[config.mk]
export PLATFORM = sky130hd
export DESIGN_NAME = arsc_ref_ctrl
export DESIGN_NICKNAME = d
export VERILOG_FILES = /design/src/rtl/arsc_pkg.sv /design/src/rtl/arsc_gnd_sel.sv /design/src/rtl/arsc_ref_ctrl.sv
export SDC_FILE = /design/constraint.sdc
export NUM_CORES = 1
export LEC_CHECK = 0
export ABC_CLOCK_PERIOD_IN_PS = 2300
export BUFFER_PORTS_ARGS = -buffer_cell sky130_fd_sc_hd__buf_2
export CAP_MARGIN = 20
export CORE_AREA = 3 3 40 42
export CTS_CLUSTER_DIAMETER = 150
export CTS_CLUSTER_SIZE = 10
export DETAILED_ROUTE_END_ITERATION = 16
export DIE_AREA = 0 0 43 45
export GPL_ROUTABILITY_DRIVEN = 0
export PLACE_DENSITY = 0.72
export RECOVER_POWER = 50
export SLEW_MARGIN = 40
export SYNTH_ARGS = -nofsm -noshare
export SYNTH_HDL_FRONTEND = slang
export SYNTH_SLANG_ARGS = --single-unit
[constraint.sdc]
create_clock -name clk -period 2.3 [get_ports clk]
set_input_delay 0.46 -clock clk [delete_from_list [all_inputs] [get_ports clk]]
set_output_delay 0.46 -clock clk [all_outputs]
set_load 0.005 [all_outputs]
[src/rtl/arsc_pkg.sv]
// constants, field layout and enumerations of the converter reference control block
// assumes a special-function register bus with 8-bit address and data, one clock domain
package arsc_pkg;
   localparam logic [7:0] ARSC_ADDR_REF_CTRL  = 8'hD1;
   localparam logic [7:0] ARSC_REF_CTRL_RESET = 8'h18;
   localparam logic [7:0] ARSC_REF_CTRL_WMASK = 8'h3D;
   localparam int         ARSC_BIT_GND_SEL    = 5;
   localparam int         ARSC_BIT_SEL_HI     = 4;
   localparam int         ARSC_BIT_SEL_LO     = 3;
   localparam int         ARSC_BIT_TEMP_EN    = 2;
   localparam int         ARSC_BIT_PREC_OE    = 0;

   // reference source codes
   localparam logic [1:0] ARSC_SRC_REF_PIN    = 2'h0;
   localparam logic [1:0] ARSC_SRC_MAIN_SUP   = 2'h1;
   localparam logic [1:0] ARSC_SRC_DIG_SUP    = 2'h2;
   localparam logic [1:0] ARSC_SRC_HS_REF     = 2'h3;

   // converter ground choices
   typedef enum logic [1:0] {
      ARSC_GND_PIN,
      ARSC_GND_ANALOG,
      ARSC_GND_CHIP
   } arsc_gnd_t;

   // converter phase as seen by this block
   typedef enum logic [1:0] {
      ARSC_PH_IDLE,
      ARSC_PH_SAMPLE,
      ARSC_PH_CONVERT
   } arsc_phase_t;
endpackage

[src/rtl/arsc_gnd_sel.sv]
// ground reference multiplexer control for one converter phase
// assumes phase and channel information are synchronous to the system clock
`timescale 1ns/1ps
`default_nettype none
module arsc_gnd_sel
   import arsc_pkg::*;
(
   input  wire logic                  gnd_sel_analog,
   input  wire logic                  hs_ref_selected,
   input  wire logic                  temp_channel,
   input  wire arsc_pkg::arsc_phase_t phase,
   output var  arsc_pkg::arsc_gnd_t   gnd_choice
);
   import arsc_pkg::*;

   // ---------------------------------------------------------------
   // ground choice
   // ---------------------------------------------------------------
   // overrides first, then the software choice
   wire       force_smp = (phase == ARSC_PH_SAMPLE) && temp_channel;
   wire       force_cnv = (phase == ARSC_PH_CONVERT) && hs_ref_selected;
   assign gnd_choice = (force_smp || force_cnv) ? ARSC_GND_CHIP
                     : (gnd_sel_analog ? ARSC_GND_ANALOG : ARSC_GND_PIN);
endmodule
`default_nettype wire

[src/rtl/arsc_ref_ctrl.sv]
// voltage and ground reference selection control with its control register
// assumes a single-cycle special-function register bus on the system clock
// assumes converter phase and channel levels come from logic on the same clock
// analog switches and reference cells sit outside; only their controls are driven here
`timescale 1ns/1ps
`default_nettype none
module arsc_ref_ctrl
   import arsc_pkg::*;
(
   input  wire logic                 clk,
   input  wire logic                 arst_n,
   input  wire logic [7:0]           sfr_addr,
   input  wire logic [7:0]           sfr_wdata,
   input  wire logic                 sfr_wr,
   input  wire logic                 sfr_rd,
   output logic      [7:0]           sfr_rdata,
   output logic                      sfr_hit,
   input  wire logic                 conv_sample,
   input  wire logic                 conv_convert,
   input  wire logic                 conv_temp_channel,
   output logic      [1:0]           reference_source_select,
   output logic                      ref_pin_route,
   output logic                      main_supply_route,
   output logic                      dig_supply_route,
   output logic                      hs_ref_route,
   output logic                      hs_ref_power,
   output logic                      precision_ref_power,
   output logic                      reference_pin_connect,
   output logic                      temp_sensor_power,
   output var arsc_pkg::arsc_gnd_t   converter_ground
);
   import arsc_pkg::*;

   // ---------------------------------------------------------------
   // register access
   // ---------------------------------------------------------------
   logic [7:0]  ctrl_q;
   logic [7:0]  ctrl_d;
   arsc_phase_t phase;
   logic        hs_power_q;
   logic        hs_power_d;
   logic [3:0]  route_vec;

   // address decode shared by the bus logic and the write check
   function automatic logic addr_match(input logic [7:0] a);
      return (a == ARSC_ADDR_REF_CTRL);
   endfunction

   // converter activity terms shared by power control and the checks
   wire conv_busy      = conv_sample || conv_convert;
   wire temp_sample_on = conv_sample && conv_temp_channel;
   wire hs_convert_on  = !conv_sample && conv_convert && hs_ref_route;

   // decode and next value; reserved bits never take write data
   wire sel_hit = addr_match(sfr_addr);
   wire wr_hit  = sfr_wr && sel_hit;
   assign ctrl_d = wr_hit ? (sfr_wdata & ARSC_REF_CTRL_WMASK) : ctrl_q;
   assign sfr_hit = sel_hit && (sfr_wr || sfr_rd);
   assign sfr_rdata = (sfr_rd && sel_hit) ? (ctrl_q & ARSC_REF_CTRL_WMASK) : 8'h00;

   // control register
   always_ff @(posedge clk or negedge arst_n)
   begin
      if (!arst_n)
         ctrl_q <= ARSC_REF_CTRL_RESET;
      else
         ctrl_q <= ctrl_d;
   end

   // ---------------------------------------------------------------
   // reference routing
   // ---------------------------------------------------------------
   wire [1:0] src = ctrl_q[ARSC_BIT_SEL_HI:ARSC_BIT_SEL_LO];
   assign reference_source_select = src;

   // one decode term per source code; a two-bit field keeps exactly one high
   for (genvar g = 0; g < 4; g++)
   begin : g_route
      assign route_vec[g] = (src == 2'(g));
   end

   // named routing controls picked out of the decode vector
   assign ref_pin_route     = route_vec[ARSC_SRC_REF_PIN];
   assign main_supply_route = route_vec[ARSC_SRC_MAIN_SUP];
   assign dig_supply_route  = route_vec[ARSC_SRC_DIG_SUP];
   assign hs_ref_route      = route_vec[ARSC_SRC_HS_REF];
   assign precision_ref_power   = ctrl_q[ARSC_BIT_PREC_OE];
   assign reference_pin_connect = ctrl_q[ARSC_BIT_PREC_OE];
   assign temp_sensor_power     = ctrl_q[ARSC_BIT_TEMP_EN];

   // converter phase; sampling takes priority if both are raised
   assign phase = conv_sample  ? ARSC_PH_SAMPLE
                : conv_convert ? ARSC_PH_CONVERT : ARSC_PH_IDLE;

   // high-speed reference powered while it is selected and the converter is busy, and for one cycle after
   always_ff @(posedge clk or negedge arst_n)
   begin
      if (!arst_n)
         hs_power_q <= 1'b0;
      else
         hs_power_q <= hs_power_d;
   end

   // power rises with activity at once; the held copy keeps it up one more
   // cycle so a conversion starting one idle cycle after a sample never sees a gap
   assign hs_power_d   = hs_ref_route && conv_busy;
   assign hs_ref_power = hs_power_q || hs_power_d;

   // ground selection
   arsc_gnd_sel arsc_gnd_sel_i
   (
      .gnd_sel_analog  (ctrl_q[ARSC_BIT_GND_SEL]),
      .hs_ref_selected (hs_ref_route),
      .temp_channel    (conv_temp_channel),
      .phase           (phase),
      .gnd_choice      (converter_ground)
   );
endmodule
`default_nettype wire

==> impl_metrics.toml, run 1 <==
[status]
status = "completed"

[die]
ioPinCount = 44
die_w_um = 43
rows = 13
die_y_um = 45
core_mm2 = 0.00128
initial_core_util = 0.312
dieArea_mm2 = 0.00194

[grt]
grt_max_degree = 9
grt_usage = 0.107
overflow = 0
grt_pass1_vias = 351
antenna_found_initial = 0
grt_pass1_wl_um = 1510

[worst_setup_path]
arrival_ps = 1370
crit_required_ps = 1840
critPathKind = "reg2out"
crit_path_end_kind = "output port"
worstPathMaxFanout = 8
crit_path_start_kind = "register"

[final_layout]
nNetsFinal = 100
stdcell_area_um2 = 589
utilization = 0.459
antennaDiodeCount = 0
syn2layout_area_growth_pct = 47.2
layout-drive-gt1-share = 0.627

[synthesis]
syn_area_um2 = 400
synth-edff-count = 0
synth_ff_type = "dfrtp_1"
async_flop_share = 1.00
syn-instance-count = 37
yosys-top-cells-area = "dfrtp_1 (25%), mux2_2 (14%), dfstp_2 (13%), and2_1 (9.4%), buf_4 (7.5%)"
synth_most_common_cell = "and2_1"
yosysSeqAreaShare = 0.381
yosysTopAreaCellShare = 0.250
ys_seq_elements = 6
yosys.cell_types.count = 19
syn-mean-instance-area_um2 = 10.8
synth_common_cells = "and2_1 (6), mux2_2 (5), buf_4 (4), dfrtp_1 (4)"
synth_top_cell_by_area = "dfrtp_1"
ys_warn_count = 0

[detailed_routing]
routed_wl_um = 908
via_per_inst = 4.26
route.detailed.drc = 0
vias = 383
wire_per_inst_um = 10.1
final_antenna_net_count = 0
firstDrtPassIters = 2
drt_iter0_drc = 1

[timing]
finalSetupTns_ps = 0
fin_ws_ps = 472
period_minus_slack_ps = 1830
setup_viol = 0
fin_crit_sh = 0.795
slew_violations = 0
skew_ps = 1.62
rsz0062_at_grt = "false"
hold_violations = 0
clock.fmax_mhz = 547

[pwr]
cellPowerDensity_mw_per_mm2 = 423
ir_drop_uv = 307
p_leak_nw = 0.367

[clock_tree]
cts-resized-gates = 0
cts_tree = "built"
cts_root_buf = "clkbuf_4"
cts_max_level = 1
clock_sinks = 6
cts_buffers = 3
post-cts-setup-buffer-count = 0
clkTransAtPathRegs_ps = 40
insertion_delay_ps = 240
clock_path_buffers = 2
hold_buffers = 0

[place]
io_buffers = 37
dpl_cell_area_um2 = 582
pre_cts_slack_ps = 396

[run]
cap_violations = 0

[worst_hold_path]
worstHoldPathType = "in2async"
==> metal layers <==
metal  wire (um)  global-route usage
met1         333               0.123
met2         450               0.171
met3         124              0.0438
met4           0              0.0542
met5           0                   0
==> worst max-delay path, stage by stage (launching register included) <==
cell and delay (ps):
dfstp_1 630, and2_1 180, o21a_1 130, or2_2 100, buf_2 100
==> where the power goes <==
group	internal [mW]	switching [mW]
registers	0.111	0.00499
logic	0.0237	0.0165
clock network	0.0587	0.0338
total	0.194	0.0553
==> cell type report <==
class / instances / area, um^2
clock buffer: 3 / 22.5
fill: 137 / 696
inverter: 1 / 3.75
multi-input combinational: 28 / 209
sequential: 6 / 153
tap: 15 / 18.8
timing repair buffer: 37 / 183
==> sequential cells by signal (all words and copies together), names as in the netlist <==
name        flops
hs_power_q      1
ctrl_q          5
==> stage by stage <==
step / power (mW) / instances / hold slack (ps)
final: 0.249 / 90 / 84.6
after global placement: 0.159 / 87 / 289
after global routing: 0.270 / 90 / 84.5
after floorplan: 0.135 / 39 / 164
after CTS: 0.255 / 90 / 34.4
after detailed placement: 0.160 / 87 / 290
==> path summary, 6_finish.rpt <==
| check | start | to | slack, ps | cells past startpoint |
|---|---|---|---|---|
| min reg2reg | ctrl_q[2] | ctrl_q[2] | 520 | 1 |
| min in group clk | sfr_wdata[5] | ctrl_q[5] | 450 | 2 |
| max | ctrl_q[3] | hs_ref_power | 470 | 4 |
| max reg2reg | ctrl_q[3] | hs_power_q | 1300 | 2 |
| min | arst_n | ctrl_q[5] | 80 | 1 |
| max in group asynchronous | arst_n | ctrl_q[3] | 1930 | 1 |
==> cells by family after synthesis <==
logic type,synth area share
flip-flops,0.381
other,0.00937
multiplexers,0.141
AO/OA/AOI/OAI,0.0562
AND/OR/NAND/NOR,0.328
buffers and inverters,0.0844
==> layout by cell type (no fill, tap or decap) <==
| cell | synthesis | layout |
|---|---|---|
| buf_2 | 0 | 35 |
| and2_1 | 6 | 6 |
| mux2_2 | 5 | 5 |
| dfrtp_1 | 4 | 4 |
| conb_1 | 1 | 3 |
| clkbuf_4 | 0 | 3 |
| nand3_1 | 1 | 2 |
| nor2_1 | 2 | 2 |
| nor2b_1 | 2 | 2 |
| clkbuf_1 | 0 | 2 |
| nor4b_4 | 1 | 1 |
| and4b_1 | 1 | 1 |
| and3_2 | 1 | 1 |
| nand2_1 | 1 | 1 |
| o21ai_0 | 1 | 1 |
| inv_1 | 1 | 1 |
| o211a_1 | 1 | 1 |
| o21a_1 | 1 | 1 |
| or2_2 | 1 | 1 |
| dfstp_1 | 0 | 1 |
| dfstp_2 | 2 | 1 |
Power figures use the tool's default switching activity.
==> run 2: changes to the inputs <==
- ABC_CLOCK_PERIOD_IN_PS: 2300 -> 1650
- CORE_AREA: 3 3 40 42 -> default
- CORE_MARGIN: default -> 3
- CORE_UTILIZATION: default -> 29
- DIE_AREA: 0 0 43 45 -> default
- PLACE_DENSITY: 0.72 -> 0.73
- clock period: 2.3 -> 1.65 ns (I/O delays scaled with it)
==> impl_metrics.toml, run 2 (synthesis gave the netlist of run 1 again) <==
[timing]
setup_viol = 0
finalSetupTns_ps = 0
period_minus_slack_ps = 1600
slew_violations = 0
timing.hold.ws_ps = 311
skew_ps = 0.0434
hold_violations = 0
fin_crit_sh = 0.967
clock.fmax_mhz = 626
rsz0062_at_grt = "true"

[worst_setup_path]
r2r-start = "ctrl_q[4]"
worstPathMaxFanout = 6
path_cells = "and2_4 -> o21a_1 -> or2_2 -> buf_2"
reg2reg_slack_ps = 660
reg2reg_to = "hs_power_q"
arrival_ps = 1270
cpMaxStageDelayCell = "dfstp_2"
crit_path_end_kind = "output port"
crit_path_start_kind = "register"
critPathMaxStageDelay_ps = 560
r2r_cells = 3
crit_required_ps = 1320
critPathKind = "reg2out"

[grt]
antenna_found_initial = 0
grt_pass1_wl_um = 1640
grt_max_degree = 9
overflow = 0
grt_usage = 0.118
grt_pass1_vias = 409

[detailed_routing]
vias = 423
firstDrtPassIters = 2
final_antenna_net_count = 0
route.detailed.drc = 0
drt_iter0_drc = 1
routed_wl_um = 964
wire_per_inst_um = 9.94
via_per_inst = 4.36

[final_layout]
largest_register_ffs = 5
final_common_cell = "buf_2"
top_regs = "ctrl_q: 5 flops, hs_power_q: 1 flops"
largest-register = "ctrl_q"
final_cell_mix = "buf_2 (36), buf_4 (6), and2_1 (5), mux2_2 (5), dfrtp_1 (4)"
antennaDiodeCount = 0
nNetsFinal = 107
utilization = 0.555
layout-drive-gt1-share = 0.699
syn2layout_area_growth_pct = 66.6

[clock_tree]
cts_buffers = 3
clkTransAtPathRegs_ps = 50
clock_sinks = 6
cts_max_level = 1
cts_root_buf = "clkbuf_4"
insertion_delay_ps = 240
cts_tree = "built"
clock_path_buffers = 2

[place]
io_buffers = 37

[die]
dieArea_mm2 = 0.00186
core_mm2 = 0.00120
ioPinCount = 44
initial_core_util = 0.333
die_y_um = 43.2
rows = 12
die_w_um = 43.2

[worst_hold_path]
worstHoldPathType = "in2reg"
holdPathStages = 2
worstHoldStart = "sfr_wdata[5]"
hold_end = "ctrl_q[5]"

[status]
status = "completed"

[run]
cap_violations = 0

[pwr]
ir_drop_uv = 388
p_leak_nw = 0.411
cellPowerDensity_mw_per_mm2 = 563
finalPower_mw = 0.375
## run 2: worst max path at each step
stage	slack [ps]	endpoint	from	cells past startpoint
after floorplan	270	sfr_rdata[0]	sfr_addr[1]	3
after global placement	120	sfr_rdata[2]	sfr_addr[1]	5
after detailed placement	110	sfr_rdata[4]	sfr_addr[1]	5
after CTS	0.8	hs_ref_power	ctrl_q[3]	4
after global routing	-20	hs_ref_power	ctrl_q[4]	4
final	50	hs_ref_power	ctrl_q[4]	4
## run 2: layout make-up
type	instances	area, um^2
inverter	1	3.75
fill	125	534
multi-input combinational	28	228
sequential	6	153
tap	14	17.5
timing repair buffer	44	239
clock buffer	4	26.3
## run 2: layer usage
layer,up-vias,global-route usage,wire length (um)
met3,2,0.0339,125
met1,187,0.134,337
li1,209,-,-
met2,25,0.183,484
met5,-,0,0
met4,0,0.0904,17
## run 2: timing repair
item                                    CTS  global route
endpoints found under the setup margin    1             3
hold buffers                              1             0
resized for setup                         1             2
hold endpoints to repair                  4             0
setup buffers                             0             4
## run 2: worst max-delay path, delay by kind of cell, from the launching register on
family          cells  cell delay, ps
buf+inv             1              90
flops               1             560
simple gates        2             250
compound gates      1             130
## run 2: where the power goes
| group | total [mW] | internal (mW) | leakage, nW | switching, mW |
|---|---|---|---|---|
| combinational | 0.0697 | 0.0414 | 0.320 | 0.0283 |
| sequential | 0.161 | 0.156 | 0.0760 | 0.00512 |
| clock | 0.145 | 0.0916 | 0.0150 | 0.0532 |
| total | 0.375 | 0.289 | 0.411 | 0.0866 |
## run 2: through the flow
step                instance area, um^2  std cells  worst slack (ps)
CTS                                 632         93             0.829
finish                              667         97              53.6
global route                        667         97             -22.4
floorplan                           408         39               273
detailed placement                  596         88               109
global placement                    596         88               116
